[src/ata_notify_pkg.sv]
// constants, types and bus map for the taskfile sequencer
// assumes one system clock and an Avalon-MM master on the bus side
`default_nettype none
package ata_notify_pkg;
  // register byte offsets on the Avalon-MM slave
  localparam logic [5:0] CTRL_OFS   = 6'h00;
  localparam logic [5:0] STATUS_OFS = 6'h04;
  localparam logic [5:0] CONFIG_OFS = 6'h08;
  localparam logic [5:0] EVENT_OFS  = 6'h0c;
  localparam logic [5:0] STATE_OFS  = 6'h10;
  localparam logic [5:0] CB_OFS     = 6'h20;
  localparam logic [1:0] CB_WORDS_M1 = 2'h3;
  // control and status bit positions
  localparam int CTRL_ATACB_BIT   = 0;
  localparam int CTRL_NOTIFY_BIT  = 1;
  localparam int CTRL_ABORT_BIT   = 2;
  localparam int STAT_BUSY_BIT    = 0;
  localparam int STAT_DONE_BIT    = 1;
  localparam int STAT_REFUSED_BIT = 2;
  // taskfile register addresses (1F0h base)
  localparam logic [2:0] TF_FEATURES = 3'h1;
  localparam logic [2:0] TF_SECCNT   = 3'h2;
  localparam logic [2:0] TF_LBA_MID  = 3'h4;
  localparam logic [2:0] TF_LBA_HIGH = 3'h5;
  localparam logic [2:0] TF_DEV_HEAD = 3'h6;
  localparam logic [2:0] TF_COMMAND  = 3'h7;
  localparam int TF_BUSY_BIT = 7;
  localparam int TF_DRQ_BIT  = 3;
  // event byte masks: reserved bits forced low
  localparam logic [7:0] FEATURES_MASK = 8'hf3;
  localparam logic [7:0] SECCNT_MASK   = 8'h0f;
  // command block layout
  localparam logic [3:0] CB_SEL_BYTE      = 4'h1;
  localparam logic [3:0] CB_DH_SRC_BYTE   = 4'h2;
  localparam int         CB_DH_SRC_BIT    = 6;
  localparam logic [3:0] CB_OVR_BYTE      = 4'h3;
  localparam int         CB_OVR_BIT       = 5;
  localparam logic [3:0] CB_ACTION2_BYTE  = 4'h4;
  localparam int         ACTION2_HOB_BIT  = 0;
  localparam logic [3:0] CB_DEV_HEAD_BYTE = 4'h5;
  localparam logic [3:0] CB_TF_FIRST      = 4'h6;
  localparam logic [3:0] CB_COMMAND_BYTE  = 4'hf;
  localparam int         SEL_DEV_HEAD     = 5;
  localparam int         SEL_COMMAND      = 6;
  // reset values, bridge device/head value and last step index
  localparam logic [7:0] STATE_RESET     = 8'h00;
  localparam logic [7:0] OPCODE_RESET    = 8'h00;
  localparam logic [7:0] DEV_HEAD_BRIDGE = 8'he0;
  localparam logic [3:0] STEP_LAST      = 4'ha;
  typedef struct packed {
    logic       write;
    logic [2:0] addr;
    logic [7:0] data;
  } tf_req_t;
  typedef enum {IDLE, WRITE_TF, POLL_STATUS, READ_MID, READ_HIGH} seq_t;
endpackage
`default_nettype wire

[src/ata_taskfile_event_notification_command.sv]
// taskfile loader for vendor command blocks and the event notification command
// assumes a PIO engine on the same clock that answers each taskfile access with TF_ACK
`default_nettype none
module ata_taskfile_event_notification_command
  import ata_notify_pkg::*;
(
  input  wire logic        SYS_CLK,
  input  wire logic        RESETN,
  input  wire logic [5:0]  AVS_ADDRESS,
  input  wire logic        AVS_READ,
  input  wire logic        AVS_WRITE,
  input  wire logic [31:0] AVS_WRITEDATA,
  input  wire logic [3:0]  AVS_BYTEENABLE,
  output logic      [31:0] AVS_READDATA,
  output logic             AVS_WAITREQUEST,
  output logic             TF_REQ_VALID,
  output tf_req_t          TF_REQ,
  input  wire logic        TF_ACK,
  input  wire logic [7:0]  TF_RDATA
);
  logic       ack_reg;
  logic       bus_acc;
  logic       wr_acc;
  logic [7:0] cb_reg [16];
  logic [7:0] opcode_reg;
  logic [7:0] features_reg;
  logic [3:0] power_reg;
  logic [7:0] saved_low_reg;
  logic [7:0] saved_high_reg;
  logic [7:0] new_low_reg;
  logic       done_reg;
  logic       refused_reg;
  seq_t       state_reg;
  logic       notify_reg;
  logic [3:0] step_reg;
  logic       req_valid_reg;
  tf_req_t    req_reg;
  logic       step_en;
  tf_req_t    step_req;
  logic       advance;
  logic       start_atacb;
  logic       start_notify;
  logic       abort_now;
  logic       hob_en;
  logic [7:0] sel_mask;
  logic [7:0] device_head_value;
  logic [7:0] be_mask;
  logic       status_clear;

  // one wait cycle per access, then the answer
  assign AVS_WAITREQUEST = (AVS_READ | AVS_WRITE) & ~ack_reg;
  assign bus_acc         = (AVS_READ | AVS_WRITE) & ack_reg;
  assign wr_acc          = AVS_WRITE & ack_reg;

  always_ff @(posedge SYS_CLK) begin
    if (!RESETN) begin
      ack_reg <= 1'b0;
    end else begin
      ack_reg <= (AVS_READ | AVS_WRITE) & ~ack_reg;
    end
  end

  always_ff @(posedge SYS_CLK) begin
    if (!RESETN) begin
      AVS_READDATA <= 32'h0000_0000;
    end else if (AVS_READ & ~ack_reg) begin
      AVS_READDATA <= 32'h0000_0000;
      if (AVS_ADDRESS >= CB_OFS && AVS_ADDRESS[5:4] == CB_OFS[5:4]) begin
        AVS_READDATA <= {cb_reg[{AVS_ADDRESS[3:2], 2'h3}], cb_reg[{AVS_ADDRESS[3:2], 2'h2}],
                         cb_reg[{AVS_ADDRESS[3:2], 2'h1}], cb_reg[{AVS_ADDRESS[3:2], 2'h0}]};
      end else begin
        case (AVS_ADDRESS)
          STATUS_OFS: begin
            AVS_READDATA[STAT_BUSY_BIT]    <= state_reg != IDLE;
            AVS_READDATA[STAT_DONE_BIT]    <= done_reg;
            AVS_READDATA[STAT_REFUSED_BIT] <= refused_reg;
          end
          CONFIG_OFS: AVS_READDATA[7:0] <= opcode_reg;
          EVENT_OFS:  AVS_READDATA[11:0] <= {power_reg, features_reg};
          STATE_OFS:  AVS_READDATA[15:0] <= {saved_high_reg, saved_low_reg};
          default:    AVS_READDATA <= 32'h0000_0000;
        endcase
      end
    end
  end

  assign be_mask = {8{AVS_BYTEENABLE[0]}};

  // command block storage, four words of four bytes
  always_ff @(posedge SYS_CLK) begin
    if (!RESETN) begin
      for (int i = 0; i < 16; i++) begin
        cb_reg[i] <= 8'h00;
      end
    end else if (wr_acc && AVS_ADDRESS[5:4] == CB_OFS[5:4]) begin
      for (int b = 0; b < 4; b++) begin
        if (AVS_BYTEENABLE[b]) begin
          cb_reg[{AVS_ADDRESS[3:2], 2'(b)}] <= AVS_WRITEDATA[8*b +: 8];
        end
      end
    end
  end

  always_ff @(posedge SYS_CLK) begin
    if (!RESETN) begin
      opcode_reg   <= OPCODE_RESET;
      features_reg <= 8'h00;
      power_reg    <= 4'h0;
    end else if (wr_acc && AVS_ADDRESS == CONFIG_OFS && AVS_BYTEENABLE[0]) begin
      opcode_reg <= AVS_WRITEDATA[7:0];
    end else if (wr_acc && AVS_ADDRESS == EVENT_OFS) begin
      features_reg <= (features_reg & ~be_mask) | (AVS_WRITEDATA[7:0] & be_mask
                      & FEATURES_MASK);
      if (AVS_BYTEENABLE[1]) begin
        power_reg <= AVS_WRITEDATA[11:8] & SECCNT_MASK[3:0];
      end
    end
  end

  assign start_atacb  = wr_acc && AVS_ADDRESS == CTRL_OFS && AVS_BYTEENABLE[0]
                        && AVS_WRITEDATA[CTRL_ATACB_BIT];
  assign start_notify = wr_acc && AVS_ADDRESS == CTRL_OFS && AVS_BYTEENABLE[0]
                        && AVS_WRITEDATA[CTRL_NOTIFY_BIT] && !AVS_WRITEDATA[CTRL_ATACB_BIT];
  assign abort_now    = wr_acc && AVS_ADDRESS == CTRL_OFS && AVS_BYTEENABLE[0]
                        && AVS_WRITEDATA[CTRL_ABORT_BIT];
  assign status_clear = wr_acc && AVS_ADDRESS == STATUS_OFS && AVS_BYTEENABLE[0];

  // sticky status, set wins over write-one-to-clear
  always_ff @(posedge SYS_CLK) begin
    if (!RESETN) begin
      done_reg    <= 1'b0;
      refused_reg <= 1'b0;
    end else begin
      if (state_reg == READ_HIGH && req_valid_reg && TF_ACK && !abort_now) begin
        done_reg <= 1'b1;
      end else if (status_clear && AVS_WRITEDATA[STAT_DONE_BIT]) begin
        done_reg <= 1'b0;
      end
      if (start_notify && state_reg == IDLE && opcode_reg == 8'h00) begin
        refused_reg <= 1'b1;
      end else if (status_clear && AVS_WRITEDATA[STAT_REFUSED_BIT]) begin
        refused_reg <= 1'b0;
      end
    end
  end

  assign hob_en   = cb_reg[CB_ACTION2_BYTE][ACTION2_HOB_BIT];
  assign sel_mask = cb_reg[CB_SEL_BYTE];
  assign device_head_value = cb_reg[CB_DH_SRC_BYTE][CB_DH_SRC_BIT]
    ? {cb_reg[CB_DEV_HEAD_BYTE][7:5], cb_reg[CB_OVR_BYTE][CB_OVR_BIT],
       cb_reg[CB_DEV_HEAD_BYTE][3:0]}
    : {DEV_HEAD_BRIDGE[7:5], cb_reg[CB_OVR_BYTE][CB_OVR_BIT], DEV_HEAD_BRIDGE[3:0]};

  // step table: features, four high-order, four low-order, device/head, command
  always_comb begin
    step_en  = 1'b0;
    step_req = '{write: 1'b1, addr: TF_FEATURES, data: cb_reg[CB_TF_FIRST]};
    case (step_reg)
      4'h0: begin
        step_en       = notify_reg | sel_mask[0];
        step_req.data = notify_reg ? features_reg : cb_reg[CB_TF_FIRST];
      end
      4'h1, 4'h2, 4'h3, 4'h4: begin
        step_en       = !notify_reg && sel_mask[step_reg[2:0]] && hob_en;
        step_req.addr = TF_SECCNT + (step_reg[2:0] - 3'h1);
        step_req.data = cb_reg[CB_TF_FIRST + step_reg];
      end
      4'h5, 4'h6, 4'h7, 4'h8: begin
        step_req.addr = TF_SECCNT + (step_reg[2:0] - 3'h5);
        if (notify_reg) begin
          step_en       = step_reg != 4'h6;
          step_req.data = step_reg == 4'h5 ? {4'h0, power_reg}
                        : step_reg == 4'h7 ? saved_low_reg : saved_high_reg;
        end else begin
          step_en       = sel_mask[3'(step_reg - 4'h4)];
          step_req.data = cb_reg[CB_TF_FIRST + step_reg];
        end
      end
      4'h9: begin
        step_en       = !notify_reg && sel_mask[SEL_DEV_HEAD];
        step_req.addr = TF_DEV_HEAD;
        step_req.data = device_head_value;
      end
      4'ha: begin
        step_en       = notify_reg | sel_mask[SEL_COMMAND];
        step_req.addr = TF_COMMAND;
        step_req.data = notify_reg ? opcode_reg : cb_reg[CB_COMMAND_BYTE];
      end
      default: step_en = 1'b0;
    endcase
  end

  assign advance      = req_valid_reg ? TF_ACK : !step_en;
  assign TF_REQ_VALID = req_valid_reg;
  assign TF_REQ       = req_reg;

  always_ff @(posedge SYS_CLK) begin
    if (!RESETN) begin
      state_reg     <= IDLE;
      notify_reg    <= 1'b0;
      step_reg      <= 4'h0;
      req_valid_reg <= 1'b0;
      req_reg       <= '0;
    end else if (abort_now) begin
      state_reg     <= IDLE;
      req_valid_reg <= 1'b0;
    end else begin
      case (state_reg)
        IDLE: begin
          step_reg <= 4'h0;
          if (start_atacb) begin
            state_reg  <= WRITE_TF;
            notify_reg <= 1'b0;
          end else if (start_notify && opcode_reg != 8'h00) begin
            state_reg  <= WRITE_TF;
            notify_reg <= 1'b1;
          end
        end
        WRITE_TF: begin
          if (!req_valid_reg && step_en) begin
            req_valid_reg <= 1'b1;
            req_reg       <= step_req;
          end else if (advance) begin
            req_valid_reg <= 1'b0;
            if (step_reg == STEP_LAST) begin
              state_reg <= notify_reg ? POLL_STATUS : IDLE;
            end else begin
              step_reg <= step_reg + 4'h1;
            end
          end
        end
        POLL_STATUS, READ_MID, READ_HIGH: begin
          if (!req_valid_reg) begin
            req_valid_reg <= 1'b1;
            req_reg       <= '{write: 1'b0,
                               addr: state_reg == POLL_STATUS ? TF_COMMAND
                                   : state_reg == READ_MID ? TF_LBA_MID : TF_LBA_HIGH,
                               data: 8'h00};
          end else if (TF_ACK) begin
            req_valid_reg <= 1'b0;
            if (state_reg == POLL_STATUS) begin
              if (!TF_RDATA[TF_BUSY_BIT] && !TF_RDATA[TF_DRQ_BIT]) begin
                state_reg <= READ_MID;
              end
            end else begin
              state_reg <= state_reg == READ_MID ? READ_HIGH : IDLE;
            end
          end
        end
        default: state_reg <= IDLE;
      endcase
    end
  end

  // returned state bytes kept for the next notification
  always_ff @(posedge SYS_CLK) begin
    if (!RESETN) begin
      saved_low_reg  <= STATE_RESET;
      saved_high_reg <= STATE_RESET;
      new_low_reg    <= STATE_RESET;
    end else if (req_valid_reg && TF_ACK && !abort_now) begin
      if (state_reg == READ_MID) begin
        new_low_reg <= TF_RDATA;
      end else if (state_reg == READ_HIGH) begin
        saved_low_reg  <= new_low_reg;
        saved_high_reg <= TF_RDATA;
      end
    end
  end

  bus_answer_a: assert property (@(posedge SYS_CLK) disable iff (!RESETN)
    AVS_WAITREQUEST |=> !AVS_WAITREQUEST)
    else $error("bus access not answered after one wait cycle");

  req_hold_a: assert property (@(posedge SYS_CLK) disable iff (!RESETN)
    TF_REQ_VALID && !TF_ACK && !abort_now |=> TF_REQ_VALID && $stable(TF_REQ))
    else $error("taskfile request dropped before acknowledge");

  cmd_last_a: assert property (@(posedge SYS_CLK) disable iff (!RESETN)
    TF_REQ_VALID && TF_REQ.write && TF_REQ.addr == TF_COMMAND
    |-> state_reg == WRITE_TF && step_reg == STEP_LAST)
    else $error("command written before taskfile loaded");

  opcode_use_a: assert property (@(posedge SYS_CLK) disable iff (!RESETN)
    TF_REQ_VALID && notify_reg && TF_REQ.write && TF_REQ.addr == TF_COMMAND
    |-> TF_REQ.data == opcode_reg && opcode_reg != 8'h00)
    else $error("wrong notification opcode");

  notify_off_a: assert property (@(posedge SYS_CLK) disable iff (!RESETN)
    state_reg == IDLE && start_notify && !abort_now && opcode_reg == 8'h00
    |=> state_reg == IDLE ##1 state_reg == IDLE)
    else $error("notification ran while disabled");

  features_rsvd_a: assert property (@(posedge SYS_CLK) disable iff (!RESETN)
    TF_REQ_VALID && notify_reg && TF_REQ.addr == TF_FEATURES
    |-> TF_REQ.data[3:2] == 2'h0 && TF_REQ.data == features_reg)
    else $error("features reserved bits set");

  seccnt_flags_a: assert property (@(posedge SYS_CLK) disable iff (!RESETN)
    TF_REQ_VALID && notify_reg && TF_REQ.write && TF_REQ.addr == TF_SECCNT
    |-> TF_REQ.data == {4'h0, power_reg})
    else $error("sector count flags wrong");

  state_out_a: assert property (@(posedge SYS_CLK) disable iff (!RESETN)
    TF_REQ_VALID && notify_reg && TF_REQ.write && TF_REQ.addr == TF_LBA_MID
    |-> TF_REQ.data == saved_low_reg)
    else $error("saved state not sent");

  state_reset_a: assert property (@(posedge SYS_CLK)
    !RESETN |=> saved_low_reg == 8'h00 && saved_high_reg == 8'h00)
    else $error("saved state not cleared by reset");

  dev_head_src_a: assert property (@(posedge SYS_CLK) disable iff (!RESETN)
    TF_REQ_VALID && !notify_reg && TF_REQ.write && TF_REQ.addr == TF_DEV_HEAD
    && cb_reg[CB_DH_SRC_BYTE][CB_DH_SRC_BIT]
    |-> TF_REQ.data == {cb_reg[CB_DEV_HEAD_BYTE][7:5], cb_reg[CB_OVR_BYTE][CB_OVR_BIT],
                        cb_reg[CB_DEV_HEAD_BYTE][3:0]})
    else $error("device head value wrong");

  hob_gate_a: assert property (@(posedge SYS_CLK) disable iff (!RESETN)
    TF_REQ_VALID && state_reg == WRITE_TF && step_reg inside {[4'h1:4'h4]} |-> hob_en)
    else $error("high-order write without enable");

  state_keep_a: assert property (@(posedge SYS_CLK) disable iff (!RESETN)
    state_reg == READ_HIGH && TF_REQ_VALID && TF_ACK && !abort_now
    |=> saved_high_reg == $past(TF_RDATA) && saved_low_reg == $past(new_low_reg))
    else $error("returned state not kept");

  poll_wait_a: assert property (@(posedge SYS_CLK) disable iff (!RESETN)
    state_reg == POLL_STATUS && TF_REQ_VALID && TF_ACK && !abort_now
    && (TF_RDATA[TF_BUSY_BIT] || TF_RDATA[TF_DRQ_BIT]) |=> state_reg == POLL_STATUS)
    else $error("completion taken while busy or drq");
endmodule
`default_nettype wire

[config.mk]
export PLATFORM = sky130hd
export DESIGN_NAME = ata_taskfile_event_notification_command
export DESIGN_NICKNAME = d
export VERILOG_FILES = /design/src/ata_notify_pkg.sv /design/src/ata_taskfile_event_notification_command.sv
export SDC_FILE = /design/constraint.sdc
export NUM_CORES = 1
export LEC_CHECK = 0
export BUFFER_PORTS_ARGS = -buffer_cell sky130_fd_sc_hd__buf_2
export CAP_MARGIN = 10
export CORE_MARGIN = 2
export CORE_UTILIZATION = 65
export DETAILED_ROUTE_END_ITERATION = 8
export PLACE_DENSITY = 0.95
export SETUP_SLACK_MARGIN = 0.02
export SLEW_MARGIN = 20
export SYNTH_ARGS = -nofsm -noshare
export SYNTH_HDL_FRONTEND = slang
export SYNTH_SLANG_ARGS = --single-unit
[constraint.sdc]
create_clock -name SYS_CLK -period 6.4 [get_ports SYS_CLK]
set_clock_uncertainty 0.1 [all_clocks]
set_input_delay 0.96 -clock SYS_CLK [delete_from_list [all_inputs] [get_ports SYS_CLK]]
set_output_delay 0.96 -clock SYS_CLK [all_outputs]
set_load 0.02 [all_outputs]
Word level (Yosys, flattened, before mapping). Memories as Yosys holds them, arrays and structs flattened. Cells that the tools add are included.

Logic and storage cells: 222. Output and inout port bits: 46. Bits in read-only memories: 0. Bits of input ports: 55. Memories kept: 1. Register bits: 129. Memory bits (writable): 128. Bits in latches: 0.

Memories: cb_reg (words 16, width 8, read ports 12, clocked after Yosys merged registers in 0, wr ports 16, line ata_taskfile_event_notification_command.sv:24) `logic [7:0] cb_reg [16];`.

$mul: 0. Bitwise gates (word level): 15. Magnitude comparators: 3. Equal/unequal tests: 34. Reduce and logical (&&, ||, !) cells: 64. Div/mod/pow operators: 0. $add $sub $neg: 7. Shift-type cells: 0. Multiplexer cells: 81.

Operator list (count): $mux W32 (10); $eq A32 B3 Y1 const B (3); $pmux W32 S3 (1); $mux W8 (10); $eq A32 B2 Y1 const B (2); $logic_not A32 Y1 (2); $pmux W8 S5 (1); $mux W1 (36); $eq A32 B1 Y1 const B (1); $eq A32 B4 Y1 const B (1); $mux W4 (8); $reduce_bool A32 Y1 (1); $reduce_or A8 Y1 (4); $logic_and A1 B1 Y1 (28); $mux W12 (2); $pmux W12 S2 (1); $pmux W3 S4 (2); $and A8 B8 Y8 (2); $eq A4 B3 Y1 const B (4); $ne A2 B2 Y1 const B (8); $pmux W4 S2 (2); $pmux W5 S3 (1); $eq A4 B4 Y1 const B (3); $eq A6 B4 Y1 const B (2); 38 further kinds (69).

Logic depth before layout (Yosys ltp). An unclocked memory read counts as a cell.

Depth after elaboration: 11. Depth in mapped cells: 14.

Worst setup path after synthesis. Ideal clock, no wire load.

Path type: reg-to-reg. Start point: register step_reg[1]. End point: register req_reg (netlist bit TF_REQ[0]). Clock period less this slack: 3.719 ns. Cell stages (with the launch flop): 14. Data arrival time: 3.501 ns. Required time: 6.183 ns. Buffers on the path: 6. Slack: 2.681 ns. Cells stage by stage: dfxtp_1 -> buf_2 -> buf_2 -> buf_1 -> inv_1 -> ha_1 -> buf_2 -> buf_2 -> clkbuf_1 -> mux4_2 -> mux4_2 -> inv_1 -> o211ai_1 -> a32o_1.

Word-level cells in the longest chain between the ends: 8. Elaborated cells on any way between the ends: 34. Those cells by class: add/sub: 2; eq/ne: 12; mux: 12; reduce/logical: 7; memory: 1.

RTL lines: start: declaration (line ata_taskfile_event_notification_command.sv:35) `logic [3:0] step_reg;`; start signal: assignment (line ata_taskfile_event_notification_command.sv:228) `step_reg <= step_reg + 4'h1;`; branches (longest 8 deep; another with $mem_v2 Z16 W8); end signal: assignment (line ata_taskfile_event_notification_command.sv:222) `req_reg <= step_req;`; end signal: assignment (line ata_taskfile_event_notification_command.sv:235) `req_reg <= '{write: 1'b0,`; end: declaration (line ata_taskfile_event_notification_command.sv:37) `tf_req_t req_reg;`.

Parallel ways; which one is timed is not known. The select of a mux whose other input is x is not followed. A chain may end at the register's enable or synchronous reset.

Worst setup path in the final report.
Start point: register step_reg[0]. End point: register req_reg (netlist bit TF_REQ[1]).

The elaborated chain is that of the path after synthesis.

==> key figures <==
Timing
  • Setup repair after global routing missed its margin: false
  • Ratio of final minimum period to clock period: 0.6065
  • Sum Neg Setup Slack: 0 ns
  • Peak Freq: 0.2576 GHz
  • Worst slew margin relative to its limit: 0.3091
  • Fin. max-slew vios: 0
  • Post-layout min period: 3.882 ns
  • Final count of negative-setup-slack endpoints: 0
  • Slew @ Worst Pin: 1.029 ns
  • Number of hold-slack violations in the final timing report: 0

Yosys
  • Ys Warns: 0
  • Post-Synthesis Net Count: 1070
  • Number of distinct library cell variants in the gate-level netlist after synthesis: 67
  • Multiplexer share of the synthesized area: 0.1842
  • Synth Area in Simple Gates: 0.1616
  • Share of the yosys chip area belonging to registers: 0.4988
  • Count of mapped cells out of synthesis: 1009
  • Combinational family with the most area after synthesis: multiplexers
  • #FFs+latches synth: 228
  • Number of flops mapped to enable cells by yosys: 128
  • Adder and majority cell fraction of the synthesized area: 0.006406
  • Commonest register cell after synthesis: edfxtp_1
  • Share of synthesized flip-flops with an asynchronous set or reset: 0
  • Post-synthesis average cell area: 11.61 µm²
  • Netlist area before placement: 0.01172 mm²
  • Compound-cell area share of the yosys netlist: 0.1157
  • Synth Area in XOR/XNOR: 0.001388

CTS
  • CTS-repair resized insts: 0
  • Clock tree from TritonCTS: done
  • Count of buffers added by post-CTS timing repair for setup: 0
  • Buffer depth of the longest clock path: 3
  • Number of CTS-inserted buffers: 24
  • Clock-pin slew of the registers on the worst-case setup and hold paths: 0.07 ns
  • Maximum level of the CTS H-tree: 1
  • Clk sinks: 228
  • Master cell of the clock root buffer: clkbuf_16
  • Number of buffers inserted for hold repair after clock tree synthesis: 0
  • Clock insertion delay at the later pin of the skew report: 0.54 ns

Route
  • Routed via count divided by cell count: 7.297
  • Number of vias in the routed layout: 9646
  • Number of violations reported at the end of detailed-routing iteration 0: 1750
  • Routed WL per cell: 27.49 µm
  • Residual DRC count: 0
  • Antenna violation net count after detailed routing: 0
  • Final WL: 36340 µm
  • First-pass DRT Iterations: 6

Setup path
  • CP required: 6.78 ns
  • Critical Setup Path Class: flop to flop
  • Setup slack on the worst flop-to-flop path: 2.52 ns
  • R2R depth: 8
  • Reg-to-reg critical path startpoint: step_reg[0]$_SDFFE_PN0P_
  • Endpoint of the lowest-slack register-to-register path: TF_REQ[1]$_SDFFE_PN0P_
  • Critical path arrival: 4.27 ns
  • Kind of start point of the critical path: flop
  • Endpoint kind of the worst setup timing path: flop
  • Largest fanout on the critical path: 43

Global route
  • Global route total overflow: 0
  • Via count of the first global-routing pass: 9164
  • Largest net degree at the start of global routing: 75
  • Aggregate global-route resource usage: 0.3746
  • Antenna violations before repair: 0
  • Global-route wire length before repair: 54920 µm

Floorplan
  • Floorplan Core Area: 0.01784 mm²
  • Overall die area: 0.01912 mm²
  • Site Rows: 49
  • Die extent in x: 138.3 µm
  • Chip Height: 138.3 µm
  • Initial Utilization: 0.6568
  • Number of top-level pins: 101

Hold path
  • Endpoint of the worst hold-timing path: TF_REQ[9]$_SDFFE_PN0P_
  • Depth of the worst hold-timing path: 2
  • Hold Crit Start: TF_REQ[9]$_SDFFE_PN0P_
  • Hold/Removal Path Class: flop to flop

Placed design
  • Number of buffers inserted by port buffering: 100
  • Total placed instance area: 0.01230 mm²
  • Detailed-placement wirelength estimate: 25360 µm
  • Weighted congestion reported at the end of routability-driven placement: 1.022

Power and ir drop
  • Power density over cell area: 280.4 mW/mm²
  • Sum of internal, switching and leakage power: 3.705 mW
  • Leakage power: 4.843 nW
  • VDD IR-drop max: 0.0003901 V

Final layout
  • Final std cell area, no fill: 0.01321 mm²
  • Net total in the final layout: 1136
  • Share of final-layout standard cells stronger than drive strength 1: 0.2296
  • Flip-flop count of the largest register, all copies and words added: 128
  • Commonest cells after routing, fill and taps aside: edfxtp_1 (128), and2_1 (125), dfxtp_1 (99), buf_2 (99), nor2_1 (95)
  • Leading cell type in the layout, fill and taps excluded: edfxtp_1
  • Antenna diode count: 0
  • Layout overhead on the synthesized area: 12.76%

Run status
  • Result of the run: finished clean

Flow run
  • Maximum Capacitance Violations: 0
## cells in the mapped netlist, types with 11 or more instances
| cell | count | area (µm²) |
|---|---|---|
| a211oi_1 | 11 | 82.58 |
| dfxtp_1 | 100 | 2002 |
| clkbuf_1 | 41 | 153.9 |
| a221oi_1 | 16 | 140.1 |
| mux2i_1 | 45 | 450.4 |
| edfxtp_1 | 128 | 3844 |
| nor2_1 | 95 | 356.6 |
| mux4_2 | 70 | 1577 |
| a22oi_1 | 34 | 255.2 |
| inv_1 | 16 | 60.06 |
| nor2b_1 | 11 | 68.82 |
| nand2_1 | 69 | 259.0 |
| a21oi_1 | 43 | 215.2 |
| nor3_1 | 22 | 110.1 |
| buf_2 | 19 | 95.09 |
| and2_1 | 125 | 782.0 |
| o21ai_0 | 27 | 135.1 |
## cell families (layout without fill, tap and decap cells)
kind of cell,count (synthesis),count (layout)
AOI/OAI and AO/OA,194,194
xor gates and xnor gates,1,1
adders and majority gates,6,6
buffers and inverters,90,174
DFF,228,228
muxes,124,124
and+or+nand+nor,366,366
## layout make-up
class	instances	area [µm²]
inverters	18	67.56
fillers	1064	4627
repair buffers	112	593.1
multi-input cells	691	5514
clock inverters	13	152.6
flip-flops and latches	228	5847
clock buffers	31	753.2
well taps	229	286.5
## per-stage QoR
step,hold slack (ns),util,worst slack [ns],cells
floorplan,0.3315,-,2.681,1009
global placement,0.3416,0.6893,2.403,1278
detailed placement,0.3495,0.6893,2.261,1278
CTS,0.3667,0.7401,2.573,1322
global route,0.3766,0.7407,2.343,1322
finish,0.3608,0.7407,2.518,1322
## layer usage
metal / up-vias / GRT usage / part of all wire
li1: 3958 / - / -
met1: 4528 / 0.5026 / 0.34
met2: 953 / 0.5818 / 0.45
met3: 207 / 0.09041 / 0.15
met4: 0 / 0.1815 / 0.062
met5: - / 0 / 0
## worst max-delay path: stages, from the launching register on
cell and delay [ns]:
dfxtp_2 0.31, buf_4 0.32, inv_1 0.25, ha_1 0.38
nand3b_1 0.48, o31ai_1 0.60, nand4_1 0.23, o21ai_1 0.85
a32o_1 0.28
## power by group
| part | switching, mW | leakage [nW] | total, mW | internal, mW |
|---|---|---|---|---|
| Combinational | 0.287 | 2.25 | 0.471 | 0.184 |
| Clock | 0.616 | 0.453 | 1.57 | 0.956 |
| Sequential | 0.0598 | 2.14 | 1.66 | 1.60 |
| Total | 0.963 | 4.84 | 3.70 | 2.74 |
## worst max path at each step
stage / start / end / slack, ns
after floorplan: step_reg[1]$_SDFFE_PN0P_ / TF_REQ[0]$_SDFFE_PN0P_ / 2.68
after global placement: AVS_ADDRESS[2] / power_reg[0]$_SDFFE_PN0P_ / 2.40
after detailed placement: AVS_ADDRESS[2] / power_reg[1]$_SDFFE_PN0P_ / 2.26
after CTS: step_reg[0]$_SDFFE_PN0P_ / TF_REQ[1]$_SDFFE_PN0P_ / 2.57
after global routing: step_reg[0]$_SDFFE_PN0P_ / TF_REQ[6]$_SDFFE_PN0P_ / 2.34
final: step_reg[0]$_SDFFE_PN0P_ / TF_REQ[1]$_SDFFE_PN0P_ / 2.52
No activity file was read; power rests on OpenSTA's default activity.
